<file path="src/logic/msc_cfg.svh">
// Constants of the measured value fixed point scaler.
// Assumes inclusion by the package and every module of the block.
`ifndef MSC_CFG_SVH
`define MSC_CFG_SVH

// ****************************************************************
// Register map (byte addresses, 32-bit aligned words)
// ****************************************************************
`define MSC_ADDR_W          8
`define MSC_OFS_CTRL        8'h00
`define MSC_OFS_DIGITS      8'h04
`define MSC_OFS_STATUS      8'h08
`define MSC_OFS_COUNT       8'h0C
`define MSC_OFS_LAST0       8'h10
`define MSC_OFS_LAST3       8'h1C

// ****************************************************************
// Reset values and field layout
// ****************************************************************
`define MSC_CTRL_RST        1'h1
`define MSC_DIGITS_RST      8'h55
`define MSC_DIGIT_BAD       2'h3
`define MSC_CHANS           4
`define MSC_FIFO_DEPTH      4

// ****************************************************************
// Number formats and limits
// ****************************************************************
`define MSC_EXP_ZERO        8'h00
`define MSC_EXP_SPECIAL     8'hFF
`define MSC_EXP_UNITY       10'sh096
`define MSC_SHIFT_MAX       10'sh01F
`define MSC_LSHIFT_MAX      10'sh008
`define MSC_INT16_LIM       40'h00_0000_7D00
`define MSC_INT16_ERR       16'h7FFF
`define MSC_INT32_ERR       32'h7FFF_FFFF
`define MSC_CONV_MAX_DEG    40'h00_0000_07D0
`define MSC_CONV_MIN_DEG    40'h00_0000_012C
`define MSC_RESP_OKAY       2'h0
`define MSC_RESP_SLVERR     2'h2

`endif

</file>
<file path="src/logic/msc_pkg.sv">
// Types and shared arithmetic of the measured value scaler.
// Assumes msc_cfg.svh is on the include path.
`include "msc_cfg.svh"

package msc_pkg;

    typedef struct packed {
        logic [1:0]  chan;
        logic        err;
        logic [31:0] value;
    } msc_sample_s;

    typedef struct packed {
        logic [1:0]  chan;
        logic        err;
        logic        clamp;
        logic [15:0] int16;
        logic [31:0] int32;
        logic [31:0] flt;
    } msc_result_s;

    // Ten raised to the digit setting
    function automatic logic [6:0] msc_pow10(input logic [1:0] digits);
        unique case (digits)
            2'h0:    msc_pow10 = 7'h01;
            2'h1:    msc_pow10 = 7'h0A;
            default: msc_pow10 = 7'h64;
        endcase
    endfunction

endpackage

</file>
<file path="src/logic/msc_fifo.sv">
// Small synchronous FIFO with valid/ready on both sides.
// Assumes one clock and a synchronous active-low reset.
`timescale 1ns/1ns
`include "msc_cfg.svh"

module msc_fifo
    import msc_pkg::*;
#(
    parameter int WIDTH = 35,
    parameter int DEPTH = 4
) (
    input  wire logic             aclk,
    input  wire logic             aresetn,
    input  wire logic             in_valid,
    output logic                  in_ready,
    input  wire logic [WIDTH-1:0] in_data,
    output logic                  out_valid,
    input  wire logic             out_ready,
    output logic [WIDTH-1:0]      out_data,
    output logic [2:0]            level
);
    localparam int AW = $clog2(DEPTH);

    logic [WIDTH-1:0] mem [DEPTH];
    logic [AW-1:0]    wptr;
    logic [AW-1:0]    rptr;
    logic             push;
    logic             pop;
    logic [2:0]       next_level;

    assign push     = in_valid && in_ready;
    assign pop      = out_valid && out_ready;
    assign out_data = mem[rptr];

    always_comb begin
        next_level = level;
        if (push && !pop) begin
            next_level = level + 3'h1;
        end else if (pop && !push) begin
            next_level = level - 3'h1;
        end
    end

    always_ff @(posedge aclk) begin
        if (push) begin
            mem[wptr] <= in_data;
        end
    end

    always_ff @(posedge aclk) begin
        if (!aresetn) begin
            wptr <= '0;
            rptr <= '0;
        end else begin
            if (push) begin
                wptr <= (wptr == AW'(DEPTH - 1)) ? '0 : wptr + AW'(1);
            end
            if (pop) begin
                rptr <= (rptr == AW'(DEPTH - 1)) ? '0 : rptr + AW'(1);
            end
        end
    end

    // Flags registered so both ports come straight from flops
    always_ff @(posedge aclk) begin
        if (!aresetn) begin
            level     <= 3'h0;
            in_ready  <= 1'b0;
            out_valid <= 1'b0;
        end else begin
            level     <= next_level;
            in_ready  <= (next_level != 3'(DEPTH));
            out_valid <= (next_level != 3'h0);
        end
    end

endmodule

</file>
<file path="src/logic/msc_round.sv">
// Combinational float to scaled integer converter.
// Assumes a single precision input and a digit setting of 0 to 2.
`timescale 1ns/1ns
`include "msc_cfg.svh"

module msc_round
    import msc_pkg::*;
(
    input  wire logic [31:0] value,
    input  wire logic [1:0]  digits,
    input  wire logic        err,
    output logic [15:0]      int16,
    output logic [31:0]      int32,
    output logic             clamp
);
    logic               neg;
    logic [7:0]         expo;
    logic [6:0]         p10;
    logic [30:0]        prod;
    logic signed [9:0]  k;
    logic [39:0]        mag;
    logic               big;
    logic [39:0]        lim_hi;
    logic [39:0]        lim_lo;
    logic [39:0]        lim32;
    logic [39:0]        lim16;
    logic               sat32;
    logic               sat16;
    logic               bad;

    always_comb begin
        neg    = value[31];
        expo   = value[30:23];
        p10    = msc_pow10(digits);
        // Scale by ten to the digit setting before rounding [RULE_02] [RULE_03]
        prod   = {7'h00, 1'b1, value[22:0]} * 31'(p10);
        k      = `MSC_EXP_UNITY - $signed({2'b00, expo});
        mag    = '0;
        big    = 1'b0;
        if (expo == `MSC_EXP_ZERO || k > `MSC_SHIFT_MAX) begin
            mag = '0;
        end else if (k > 10'sh000) begin
            // Round half away from zero on the magnitude [RULE_05] [RULE_11]
            mag = ({9'h0, prod} + (40'h1 << (k - 10'sh001))) >> k;
        end else if (k >= -`MSC_LSHIFT_MAX) begin
            mag = {9'h0, prod} << (-k);
        end else begin
            big = 1'b1;
        end
        lim_hi = 40'(`MSC_CONV_MAX_DEG * p10);
        lim_lo = 40'(`MSC_CONV_MIN_DEG * p10);
        lim32  = neg ? lim_lo : lim_hi;
        lim16  = `MSC_INT16_LIM;
        sat32  = big || (mag > lim32);
        sat16  = big || (mag > lim16);
        bad    = err || (expo == `MSC_EXP_SPECIAL);
        clamp  = !bad && (sat16 || sat32);
        if (bad) begin
            // Fixed sentinels, never clamped [RULE_10]
            int16 = `MSC_INT16_ERR;
            int32 = `MSC_INT32_ERR;
        end else begin
            // Out of range takes the nearer limit [RULE_06]
            int32 = sat32 ? 32'(lim32) : mag[31:0];
            int16 = sat16 ? lim16[15:0] : mag[15:0];
            if (neg) begin
                int32 = -int32;
                int16 = -int16;
            end
        end
    end

endmodule

</file>
<file path="src/logic/msc_scaler.sv">
// Measured value fixed point scaler with AXI4-Lite settings.
// Assumes an upstream stage that computes each float temperature.
//
// Notes on behaviour
// [RULE_01] Integer outputs derive from the float value
// [RULE_02] 16-bit output is value times ten-power
// [RULE_03] 32-bit output is value times ten-power
// [RULE_04] Float output passes through unchanged
// [RULE_05] Lost digits round to nearest, both widths
// [RULE_06] Out-of-range result takes nearer limit
// [RULE_07] Per-channel digits 0..2, default one
// [RULE_08] Digits affect only the integer outputs
// [RULE_09] Settings apply live, no restart needed
// [RULE_10] Error gives maximum positive sentinels, unclamped
// [RULE_11] Halves round away from zero symmetrically
//
// Chosen here: the AXI4-Lite register port and the register addresses.
`timescale 1ns/1ns
`include "msc_cfg.svh"

module msc_scaler
    import msc_pkg::*;
(
    input  wire logic                   aclk,
    input  wire logic                   aresetn,
    input  wire logic [`MSC_ADDR_W-1:0] s_axi_awaddr,
    input  wire logic [2:0]             s_axi_awprot,
    input  wire logic                   s_axi_awvalid,
    output logic                        s_axi_awready,
    input  wire logic [31:0]            s_axi_wdata,
    input  wire logic [3:0]             s_axi_wstrb,
    input  wire logic                   s_axi_wvalid,
    output logic                        s_axi_wready,
    output logic [1:0]                  s_axi_bresp,
    output logic                        s_axi_bvalid,
    input  wire logic                   s_axi_bready,
    input  wire logic [`MSC_ADDR_W-1:0] s_axi_araddr,
    input  wire logic [2:0]             s_axi_arprot,
    input  wire logic                   s_axi_arvalid,
    output logic                        s_axi_arready,
    output logic [31:0]                 s_axi_rdata,
    output logic [1:0]                  s_axi_rresp,
    output logic                        s_axi_rvalid,
    input  wire logic                   s_axi_rready,
    input  wire logic                   in_valid,
    output logic                        in_ready,
    input  wire msc_sample_s            in_sample,
    output logic                        out_valid,
    input  wire logic                   out_ready,
    output msc_result_s                 out_result
);

    // ************************************************************
    // Register state
    // ************************************************************
    logic                   enable;
    logic [7:0]             chan_fraction_digits;
    logic [3:0]             clamp_flags;
    logic [3:0]             err_flags;
    logic [31:0]            conv_count;
    logic [31:0]            last_int32 [`MSC_CHANS];

    logic                   aw_held;
    logic [`MSC_ADDR_W-1:0] aw_addr;
    logic                   w_held;
    logic [31:0]            w_data;
    logic [3:0]             w_strb;
    logic                   do_write;
    logic                   wr_ctrl;
    logic                   wr_digits;
    logic                   wr_status;
    logic                   wr_hit;
    logic [3:0]             clr_clamp;
    logic [3:0]             clr_err;
    logic [31:0]            next_rdata;
    logic [1:0]             next_rresp;

    // ************************************************************
    // Datapath signals
    // ************************************************************
    msc_sample_s            fifo_data;
    logic                   fifo_valid;
    logic                   fifo_pop;
    logic [2:0]             fifo_level;
    logic [1:0]             cur_digits;
    logic [15:0]            conv_int16;
    logic [31:0]            conv_int32;
    logic                   conv_clamp;
    logic [3:0]             set_clamp;
    logic [3:0]             set_err;

    // Decodes a byte address to a mapped register
    function automatic logic addr_hit(input logic [`MSC_ADDR_W-1:0] a,
                                      input logic [`MSC_ADDR_W-1:0] ofs);
        addr_hit = (a[`MSC_ADDR_W-1:2] == ofs[`MSC_ADDR_W-1:2]);
    endfunction

    // Keeps a field when software asks for an illegal digit count
    function automatic logic [1:0] legal_digit(input logic [1:0] nv,
                                               input logic [1:0] ov);
        legal_digit = (nv == `MSC_DIGIT_BAD) ? ov : nv;
    endfunction

    // ************************************************************
    // Input buffer
    // ************************************************************
    // Conversion stalls when disabled, so the buffer fills and
    // in_ready drops toward the source
    msc_fifo #(
        .WIDTH ($bits(msc_sample_s)),
        .DEPTH (`MSC_FIFO_DEPTH)
    ) u_fifo (
        .aclk      (aclk),
        .aresetn   (aresetn),
        .in_valid  (in_valid),
        .in_ready  (in_ready),
        .in_data   (in_sample),
        .out_valid (fifo_valid),
        .out_ready (fifo_pop),
        .out_data  (fifo_data),
        .level     (fifo_level)
    );

    assign fifo_pop = fifo_valid && enable && (!out_valid || out_ready);

    // ************************************************************
    // Conversion
    // ************************************************************
    // Digit setting read live for each sample [RULE_09]
    assign cur_digits = chan_fraction_digits[fifo_data.chan * 2 +: 2];

    // Integer words derive from the float sample only [RULE_01]
    msc_round u_round (
        .value  (fifo_data.value),
        .digits (cur_digits),
        .err    (fifo_data.err),
        .int16  (conv_int16),
        .int32  (conv_int32),
        .clamp  (conv_clamp)
    );

    always_ff @(posedge aclk) begin
        if (!aresetn) begin
            out_valid  <= 1'b0;
            out_result <= '0;
        end else if (fifo_pop) begin
            out_valid        <= 1'b1;
            out_result.chan  <= fifo_data.chan;
            out_result.err   <= fifo_data.err;
            out_result.clamp <= conv_clamp;
            out_result.int16 <= conv_int16;   // [RULE_02] [RULE_05]
            out_result.int32 <= conv_int32;   // [RULE_03] [RULE_05]
            // Float untouched by any digit setting [RULE_04] [RULE_08]
            out_result.flt   <= fifo_data.value;
        end else if (out_ready) begin
            out_valid <= 1'b0;
        end
    end

    always_ff @(posedge aclk) begin
        if (!aresetn) begin
            conv_count <= 32'h0000_0000;
        end else if (fifo_pop) begin
            conv_count <= conv_count + 32'h0000_0001;
        end
    end

    always_ff @(posedge aclk) begin
        if (!aresetn) begin
            for (int i = 0; i < `MSC_CHANS; i++) begin
                last_int32[i] <= 32'h0000_0000;
            end
        end else if (fifo_pop) begin
            last_int32[fifo_data.chan] <= conv_int32;
        end
    end

    // ************************************************************
    // Sticky status
    // ************************************************************
    always_comb begin
        set_clamp = 4'h0;
        set_err   = 4'h0;
        if (fifo_pop) begin
            set_clamp[fifo_data.chan] = conv_clamp;
            set_err[fifo_data.chan]   = fifo_data.err;
        end
    end

    assign clr_clamp = wr_status ? w_data[3:0] : 4'h0;
    assign clr_err   = wr_status ? w_data[7:4] : 4'h0;

    // A new event wins over a clear in the same cycle
    always_ff @(posedge aclk) begin
        if (!aresetn) begin
            clamp_flags <= 4'h0;
            err_flags   <= 4'h0;
        end else begin
            clamp_flags <= (clamp_flags & ~clr_clamp) | set_clamp;
            err_flags   <= (err_flags & ~clr_err) | set_err;
        end
    end

    // ************************************************************
    // AXI4-Lite write channel
    // ************************************************************
    assign do_write  = aw_held && w_held && !s_axi_bvalid;
    assign wr_ctrl   = do_write && w_strb[0]
                       && addr_hit(aw_addr, `MSC_OFS_CTRL);
    assign wr_digits = do_write && w_strb[0]
                       && addr_hit(aw_addr, `MSC_OFS_DIGITS);
    assign wr_status = do_write && w_strb[0]
                       && addr_hit(aw_addr, `MSC_OFS_STATUS);
    assign wr_hit    = addr_hit(aw_addr, `MSC_OFS_CTRL)
                       || addr_hit(aw_addr, `MSC_OFS_DIGITS)
                       || addr_hit(aw_addr, `MSC_OFS_STATUS);

    always_ff @(posedge aclk) begin
        if (!aresetn) begin
            aw_held       <= 1'b0;
            aw_addr       <= '0;
            s_axi_awready <= 1'b0;
        end else if (s_axi_awvalid && s_axi_awready) begin
            aw_held       <= 1'b1;
            aw_addr       <= s_axi_awaddr;
            s_axi_awready <= 1'b0;
        end else if (do_write) begin
            aw_held       <= 1'b0;
            s_axi_awready <= 1'b1;
        end else if (!aw_held) begin
            s_axi_awready <= 1'b1;
        end
    end

    always_ff @(posedge aclk) begin
        if (!aresetn) begin
            w_held       <= 1'b0;
            w_data       <= 32'h0000_0000;
            w_strb       <= 4'h0;
            s_axi_wready <= 1'b0;
        end else if (s_axi_wvalid && s_axi_wready) begin
            w_held       <= 1'b1;
            w_data       <= s_axi_wdata;
            w_strb       <= s_axi_wstrb;
            s_axi_wready <= 1'b0;
        end else if (do_write) begin
            w_held       <= 1'b0;
            s_axi_wready <= 1'b1;
        end else if (!w_held) begin
            s_axi_wready <= 1'b1;
        end
    end

    always_ff @(posedge aclk) begin
        if (!aresetn) begin
            s_axi_bvalid <= 1'b0;
            s_axi_bresp  <= `MSC_RESP_OKAY;
        end else if (do_write) begin
            s_axi_bvalid <= 1'b1;
            s_axi_bresp  <= wr_hit ? `MSC_RESP_OKAY : `MSC_RESP_SLVERR;
        end else if (s_axi_bready) begin
            s_axi_bvalid <= 1'b0;
        end
    end

    always_ff @(posedge aclk) begin
        if (!aresetn) begin
            enable <= `MSC_CTRL_RST;
        end else if (wr_ctrl) begin
            enable <= w_data[0];
        end
    end

    // Each channel keeps its own digit count, default one [RULE_07]
    always_ff @(posedge aclk) begin
        if (!aresetn) begin
            chan_fraction_digits <= `MSC_DIGITS_RST;
        end else if (wr_digits) begin
            for (int c = 0; c < `MSC_CHANS; c++) begin
                chan_fraction_digits[c*2 +: 2] <=
                    legal_digit(w_data[c*2 +: 2],
                                chan_fraction_digits[c*2 +: 2]);
            end
        end
    end

    // ************************************************************
    // AXI4-Lite read channel
    // ************************************************************
    always_comb begin
        next_rdata = 32'h0000_0000;
        next_rresp = `MSC_RESP_OKAY;
        if (addr_hit(s_axi_araddr, `MSC_OFS_CTRL)) begin
            next_rdata[0] = enable;
        end else if (addr_hit(s_axi_araddr, `MSC_OFS_DIGITS)) begin
            next_rdata[7:0] = chan_fraction_digits;
        end else if (addr_hit(s_axi_araddr, `MSC_OFS_STATUS)) begin
            next_rdata[3:0]  = clamp_flags;
            next_rdata[7:4]  = err_flags;
            next_rdata[10:8] = fifo_level;
        end else if (addr_hit(s_axi_araddr, `MSC_OFS_COUNT)) begin
            next_rdata = conv_count;
        end else if (s_axi_araddr >= `MSC_OFS_LAST0
                     && s_axi_araddr <= `MSC_OFS_LAST3 + 8'h03) begin
            next_rdata = last_int32[s_axi_araddr[3:2]];
        end else begin
            next_rresp = `MSC_RESP_SLVERR;
        end
    end

    always_ff @(posedge aclk) begin
        if (!aresetn) begin
            s_axi_arready <= 1'b0;
            s_axi_rvalid  <= 1'b0;
            s_axi_rdata   <= 32'h0000_0000;
            s_axi_rresp   <= `MSC_RESP_OKAY;
        end else if (s_axi_arvalid && s_axi_arready) begin
            s_axi_arready <= 1'b0;
            s_axi_rvalid  <= 1'b1;
            s_axi_rdata   <= next_rdata;
            s_axi_rresp   <= next_rresp;
        end else if (s_axi_rvalid && s_axi_rready) begin
            s_axi_rvalid  <= 1'b0;
            s_axi_arready <= 1'b1;
        end else if (!s_axi_rvalid) begin
            s_axi_arready <= 1'b1;
        end
    end

endmodule

</file>
<file path="config.mk">
export PLATFORM = sky130hd
export DESIGN_NAME = msc_scaler
export DESIGN_NICKNAME = d
export VERILOG_FILES = /design/src/logic/msc_pkg.sv /design/src/logic/msc_fifo.sv /design/src/logic/msc_round.sv /design/src/logic/msc_scaler.sv
export VERILOG_INCLUDE_DIRS = /design/src /design/src/logic
export SDC_FILE = /design/constraint.sdc
export NUM_CORES = 1
export LEC_CHECK = 0
export BUFFER_PORTS_ARGS = -buffer_cell sky130_fd_sc_hd__clkbuf_2
export CORE_MARGIN = 3
export CORE_UTILIZATION = 35
export CTS_BUF_LIST = sky130_fd_sc_hd__clkbuf_4
export CTS_CLUSTER_DIAMETER = 40
export DETAILED_ROUTE_END_ITERATION = 8
export SLEW_MARGIN = 10
export SYNTH_ARGS = -nofsm -noshare
export SYNTH_HDL_FRONTEND = slang
export SYNTH_HIERARCHICAL = 1
export SYNTH_SLANG_ARGS = --single-unit
</file>
<file path="constraint.sdc">
create_clock -name aclk -period 18 [get_ports aclk]
set_input_delay 3.6 -clock aclk [delete_from_list [all_inputs] [get_ports aclk]]
set_output_delay 3.6 -clock aclk [all_outputs]
set_load 0.01 [all_outputs]
</file>
==> results of run 1 <==
[synth_stat cells (39+ instances only)]
| cell type | number |
|---|---|
| nand2_1 | 578 |
| nor2_1 | 319 |
| edfxtp_1 | 268 |
| a21oi_1 | 264 |
| dfxtp_1 | 201 |
| inv_1 | 185 |
| clkbuf_1 | 173 |
| o21ai_0 | 162 |
| ha_1 | 127 |
| nand3_1 | 107 |
| nor3_1 | 82 |
| fa_1 | 78 |
| mux4_2 | 72 |
| and2_1 | 64 |
| nand4_1 | 59 |
| buf_2 | 55 |
| nand2b_1 | 53 |
| o211ai_1 | 51 |
| mux2i_1 | 50 |
| a211oi_1 | 47 |
| xnor2_1 | 47 |
| a31oi_1 | 41 |
| a21o_1 | 39 |
[state kept, by name (all words and copies together), names as in the netlist, 3 cells and up, named ones only]
register	flops
err_flags	4
clamp_flags	4
w_data	8
last_int32	128
aw_addr	6
u_fifo/mem	140
chan_fraction_digits	8
conv_count	32
u_fifo/level	3
out_result	84
s_axi_rdata	32
[cells in the final DEF, fill, tap and decap left out, drive strengths merged, types with 49 or more instances in the layout]
master | Yosys | final
ha | 127 | 127
nand2 | 580 | 580
nor2 | 319 | 319
nor3 | 87 | 87
a211oi | 52 | 52
o211ai | 52 | 52
clkbuf | 176 | 367
mux2i | 50 | 50
o21ai | 186 | 186
nand3 | 108 | 108
fa | 78 | 78
edfxtp | 268 | 268
inv | 187 | 190
a21oi | 268 | 268
xnor2 | 49 | 49
nand2b | 53 | 53
dfxtp | 201 | 201
nand4 | 61 | 61
mux4 | 73 | 73
and2 | 69 | 69
buf | 97 | 62
[metrics by stage]
stage	setup WS (ps)	hold WS, ps	power, mW	util, %	cells
after floorplan	4370	424	3.76	-	3954
after global placement	2400	436	4.85	37.4	5219
after detailed placement	2330	441	4.85	37.4	5219
after CTS	2230	455	5.81	39.0	5425
after global routing	1050	466	6.23	39.0	5429
final	1980	452	5.88	39.0	5431
[layer usage]
metal,wire (um),up-vias,global-route usage [%]
met5,13,-,0
met4,5090,2,9.25
met3,11700,289,5.05
met2,55300,1582,35.7
met1,51300,15585,31.1
li1,-,14980,-
[worst max-delay path, delay by kind of cell (launching register included)]
family / cells / cell delay [ps]
flops: 1 / 390
simple gates: 13 / 2710
buf+inv: 4 / 550
compound gates: 22 / 6560
mux: 2 / 1300
fa+ha+maj: 9 / 4320
[power by group]
group | switching [mW] | total, mW | internal [mW]
Sequential | 0.0694 | 1.34 | 1.27
Combinational | 2.50 | 3.60 | 1.10
Clock | 0.442 | 0.937 | 0.495
Total | 3.01 | 5.88 | 2.87
[logic make-up after synthesis]
logic type                 after synthesis
buffers and inverters                  460
muxes                                  133
adders and majority gates              206
other                                    1
xor gates and xnor gates                87
DFF                                    469
AOI/OAI and AO/OA                     1085
and+or+nand+nor                       1512
[worst paths after layout]
kind	cells past startpoint	end	start	slack, ps
setup / recovery	50	last_int32[1][8]	flop	1980
hold / removal	2	s_axi_rdata[28]	s_axi_rdata[28]	450
setup reg to reg	50	last_int32[1][8]	flop	1980
hold reg to reg	2	s_axi_rdata[28]	s_axi_rdata[28]	450
[layout make-up]
type,instances,area [um2]
diodes,6,15.0
clock buffers,178,1340
clock inverters,28,233
fillers,10034,60300
inverters,187,706
multi-input cells,3025,21200
flip-flops and latches,469,12100
well taps,1287,1610
repair buffers,251,1410
==> results.toml, run 1 <==
[status]
status = "complete, no violations"

[critical_path]
start_kind = "flop"
cp.required_ps = 18740
cpPeakStageDelay_ps = 740
crit_fanout = 39
crit_top_cell = "a21oi_1"
crit_path_top_delay_cell = "o311ai_0"
end_kind = "flop"
cp.arrival_ps = 16770
critPathKind = "reg2reg"

[floorplan]
dieArea_mm2 = 0.104
coreArea_mm2 = 0.0989
die_y_um = 322
rows = 115
num_io_pins = 229
start_util_pct = 35.5
die_w_um = 322

[timing]
slew_headroom_pct = 24.8
hold_viol = 0
maxSlewViolCount = 0
final.setup_skew_ps = 105
setup_violations = 0
period_minus_slack_ps = 16020
finalSetupTns_ps = 0
grt_setup_unrepaired = "no"
tightest_slew_ps = 1120
max_freq_mhz = 62.4
fin_crit_sh_pct = 89.0

[cts]
post_cts_buffers = 0
cts_hold_buf = 0
cts_resized = 0
clkSlewWorstSetupHoldPaths_ps = 70
cts_tree = "built"
clock_latency_ps = 930
cts_made_buffers = 110
clock-root-buffer = "clkbuf_4"
clock_sinks = 469
h-tree-depth = 3
clock_path_buffers = 3

[detailed_routing]
wl_per_cell_um = 22.7
routed_wl_mm = 123
vias_per_cell = 5.97
drtAntennaViolNets = 0
via_count = 32438
firstDrtPassIters = 7
drc = 0
drt_iter0_drc = 3987

[power_and_ir_drop]
leakage_nw = 14.8
peakVddDrop_v = 0.0000641
power.density_mw_per_mm2 = 153

[grt]
antenna_found_initial = 6
grt_start_max_net_pins = 81
grt_pass1_vias = 30140
grt_first_pass_wirelength_mm = 185
track_usage_pct = 23.0
grt_overflow = 0

[synthesis]
synthTopCellsByArea = "edfxtp_1 (23%), dfxtp_1 (11%), nand2_1 (6.2%), mux4_2 (4.6%), ha_1 (4.5%)"
synth_compound_area_share_pct = 21.5
synth-seq-cells = 469
synth_ff_type = "edfxtp_1"
seq_area_frac_synth_pct = 34.4
synthArstFlopShare_pct = 0
synthSimpleGateAreaFrac_pct = 20.8
synth.distinct_cells = 127
yosysWarnings = 6
synth-xor-area-share_pct = 2.24
yosysTopAreaCell = "edfxtp_1"
synth_edf_count = 268
synth.mux.area_fraction_pct = 6.45
synthAdderAreaFrac_pct = 9.02
synth_area_per_cell_um2 = 8.87
synth_top_family_by_area = "compound AO/OA/AOI/OAI gates"
synth.cell_area_mm2 = 0.0351
synthCells = 3953
yosysTopAreaCellShare_pct = 23.0

[finish]
drive_gt1_share_pct = 15.7
fin_nets = 4351
final_cell_area_mm2 = 0.0385
area.growth.synth_to_final_pct = 9.94

[placement]
port_buffers = 189
gp_congestion = 0.981
place_hpwl_mm = 90.5
placed_area_mm2 = 0.0370

[run]
cap_violations = 0

[min_path]
hold_path.class = "reg2reg"
Note: power is estimated with default switching activity, not from simulation.
==> run 2, diff against run 1 <==
ABC_AREA = 1   (was default)
==> run 2 against run 1 <==
Compared with the run above:
- count of clock-buffer cells in the layout fell by 15
- setup slack better by 320 ps
- non-clock buffer count fell by 15
- register-to-register slack gained 320 ps
- sequential share of layout area grew 1.5 points
- flip-flop and latch count is the same
- synthesized area decreased by 4.9%
- largest cell class unchanged
==> results.toml, run 2 <==
[status]
status = "complete, no violations"

[finish]
regMostFlops = "u_fifo/mem"
drive_gt1_share_pct = 12.9
final_cell_area_mm2 = 0.0368
fin_nets = 5009
final_common_cell = "nand2_1"
reg_top3 = "u_fifo/mem (140), last_int32 (128), out_result (84)"
layout_common_cells = "nand2_1 (1249), nor2_1 (501), nand3_1 (495), inv_1 (402), edfxtp_1 (268)"
area.growth.synth_to_final_pct = 10.4
largest_reg_flops = 140

[floorplan]
rows = 112
dieArea_mm2 = 0.0989
die_w_um = 315
num_io_pins = 229
coreArea_mm2 = 0.0939
start_util_pct = 35.5
die_y_um = 315

[critical_path]
reg2regPathDepth = 63
cp_top_family = "simple AND/OR/NAND/NOR gates"
path_depth = 63
r2r_slack_ps = 2290
crit_buf_inv = 7
r2r_end = "last_int32[1][16]"
crit_path_top_delay_cell = "o22ai_1"
crit_fanout = 36
end_kind = "flop"
cp.required_ps = 18580
cp.arrival_ps = 16290
cpPeakStageDelay_ps = 690
critPathKind = "reg2reg"
start_kind = "flop"
crit_top_cell = "nand2_1"

[detailed_routing]
via_count = 31502
vias_per_cell = 5.20
firstDrtPassIters = 7
drc = 0
drtAntennaViolNets = 0
routed_wl_mm = 108
drt_iter0_drc = 2844
wl_per_cell_um = 17.8

[timing]
maxSlewViolCount = 0
final.setup_skew_ps = 98.0
whs_ps = 447
slew_headroom_pct = 28.9
finalSetupTns_ps = 0
hold_viol = 0
setup_violations = 0
period_minus_slack_ps = 15710
fin_crit_sh_pct = 87.3
grt_setup_unrepaired = "no"
tightest_slew_ps = 1060
max_freq_mhz = 63.7

[min_path]
hp-start = "out_result[50]"
hold_path.class = "reg2reg"
hold-path-cell-count = 2
worstHoldEndpoint = "out_result[50]"

[run]
cap_violations = 0

[grt]
antenna_found_initial = 8
grt_pass1_vias = 29742
use_met2_pct = 32.9
grt_overflow = 0
grt_use_met1_pct = 29.7
grt_start_max_net_pins = 71
track_usage_pct = 21.3
grt_first_pass_wirelength_mm = 167
top_usage_layer = "met2"
met3_usage_pct = 4.63

[cts]
cts_hold_buf = 0
cts_resized = 0
clock_path_buffers = 3
clock_latency_ps = 930
h-tree-depth = 3
clock-root-buffer = "clkbuf_4"
clkSlewWorstSetupHoldPaths_ps = 70
clock_sinks = 469
cts_made_buffers = 113
post_cts_buffers = 0
cts_tree = "built"

[synthesis]
synth.distinct_cells = 69
seq_area_frac_synth_pct = 36.2
synth_area_per_cell_um2 = 7.33
synthCells = 4548
synth_common_cells = "nand2_1 (1249), nor2_1 (509), nand3_1 (495), inv_1 (402), edfxtp_1 (268)"
synth_ff_type = "edfxtp_1"
synthTopCellsByArea = "edfxtp_1 (24%), nand2_1 (14%), dfxtp_1 (12%), nand3_1 (7.4%), nor2_1 (5.7%)"
yosysTopAreaCellShare_pct = 24.2
yosysWarnings = 6
yosysTopAreaCell = "edfxtp_1"
synth_most_common_cell = "nand2_1"
synthArstFlopShare_pct = 0
synth_edf_count = 268
synth-seq-cells = 469
synth.cell_area_mm2 = 0.0333

[placement]
place_hpwl_mm = 79.1
placed_area_mm2 = 0.0353
port_buffers = 189
gp_congestion = 0.951
[run 2: cell types whose count changed in the layout (fill, tap and decap cells not counted), sizes merged, moves of 48 or more]
cell	previous run	this run
inv	190	443
a21oi	268	182
nand2b	53	0
mux4	73	0
nor2	319	546
nand3	108	527
o21ai	186	261
nor3	87	35
a211oi	52	4
nand2	580	1297
and2	69	3
[run 2: kinds of logic (layout without fill, tap and decap cells)]
| logic type | count (synthesis) | count (layout) | share of synthesized area, % |
|---|---|---|---|
| AO/OA/AOI/OAI | 638 | 638 | 11.2 |
| XOR/XNOR | 30 | 30 | 0.789 |
| adder cells (fa/ha/maj) | 205 | 205 | 9.46 |
| buffers and inverters | 644 | 893 | 8.34 |
| flip-flops | 469 | 469 | 36.2 |
| multiplexers | 6 | 6 | 0.180 |
| other | 1 | 10 | 0.0113 |
| AND/OR/NAND/NOR | 2555 | 2555 | 33.8 |
[run 2: stage by stage]
stage	utilization (%)	setup WS (ps)	std cells
detailed placement	37.5	2650	5841
global route	39.2	1330	6053
floorplan	-	6770	4549
CTS	39.2	2580	6052
finish	39.2	2290	6060
global placement	37.5	2700	5841
[run 2: how the worst max path moves through the flow]
stage | start | to
finish | flop | last_int32[1][16]
CTS | flop | last_int32[1][16]
detailed placement | flop | last_int32[1][16]
floorplan | flop | last_int32[0][10]
global placement | flop | last_int32[1][16]
global route | flop | last_int32[1][16]
[run 2: layout make-up]
class,instances,area [um2]
Timing Repair Buffer,236,1300
Sequential cell,469,12100
Inverter,446,1690
Multi-Input combinational cell,3436,18600
Clock buffer,163,1220
Tap cell,1254,1570
Fill cell,9979,57100
Clock inverter,48,289
Antenna cell,8,20.0
[run 2: per-layer routing]
metal | vias up | wire [um]
met1 | 14582 | 48300
met4 | 4 | 3140
met5 | - | 20
met3 | 166 | 8780
met2 | 1169 | 47400
li1 | 15581 | -
[run 2: tightest hold or removal path, cell delays in order (launching register included)]
cell,delay [ps]
dfxtp_1,310
nand2_1,60
nand2_1,40
Power of run 2 is not shown: default switching activity piles up to over one toggle a cycle in this logic, so the estimate is an artifact.
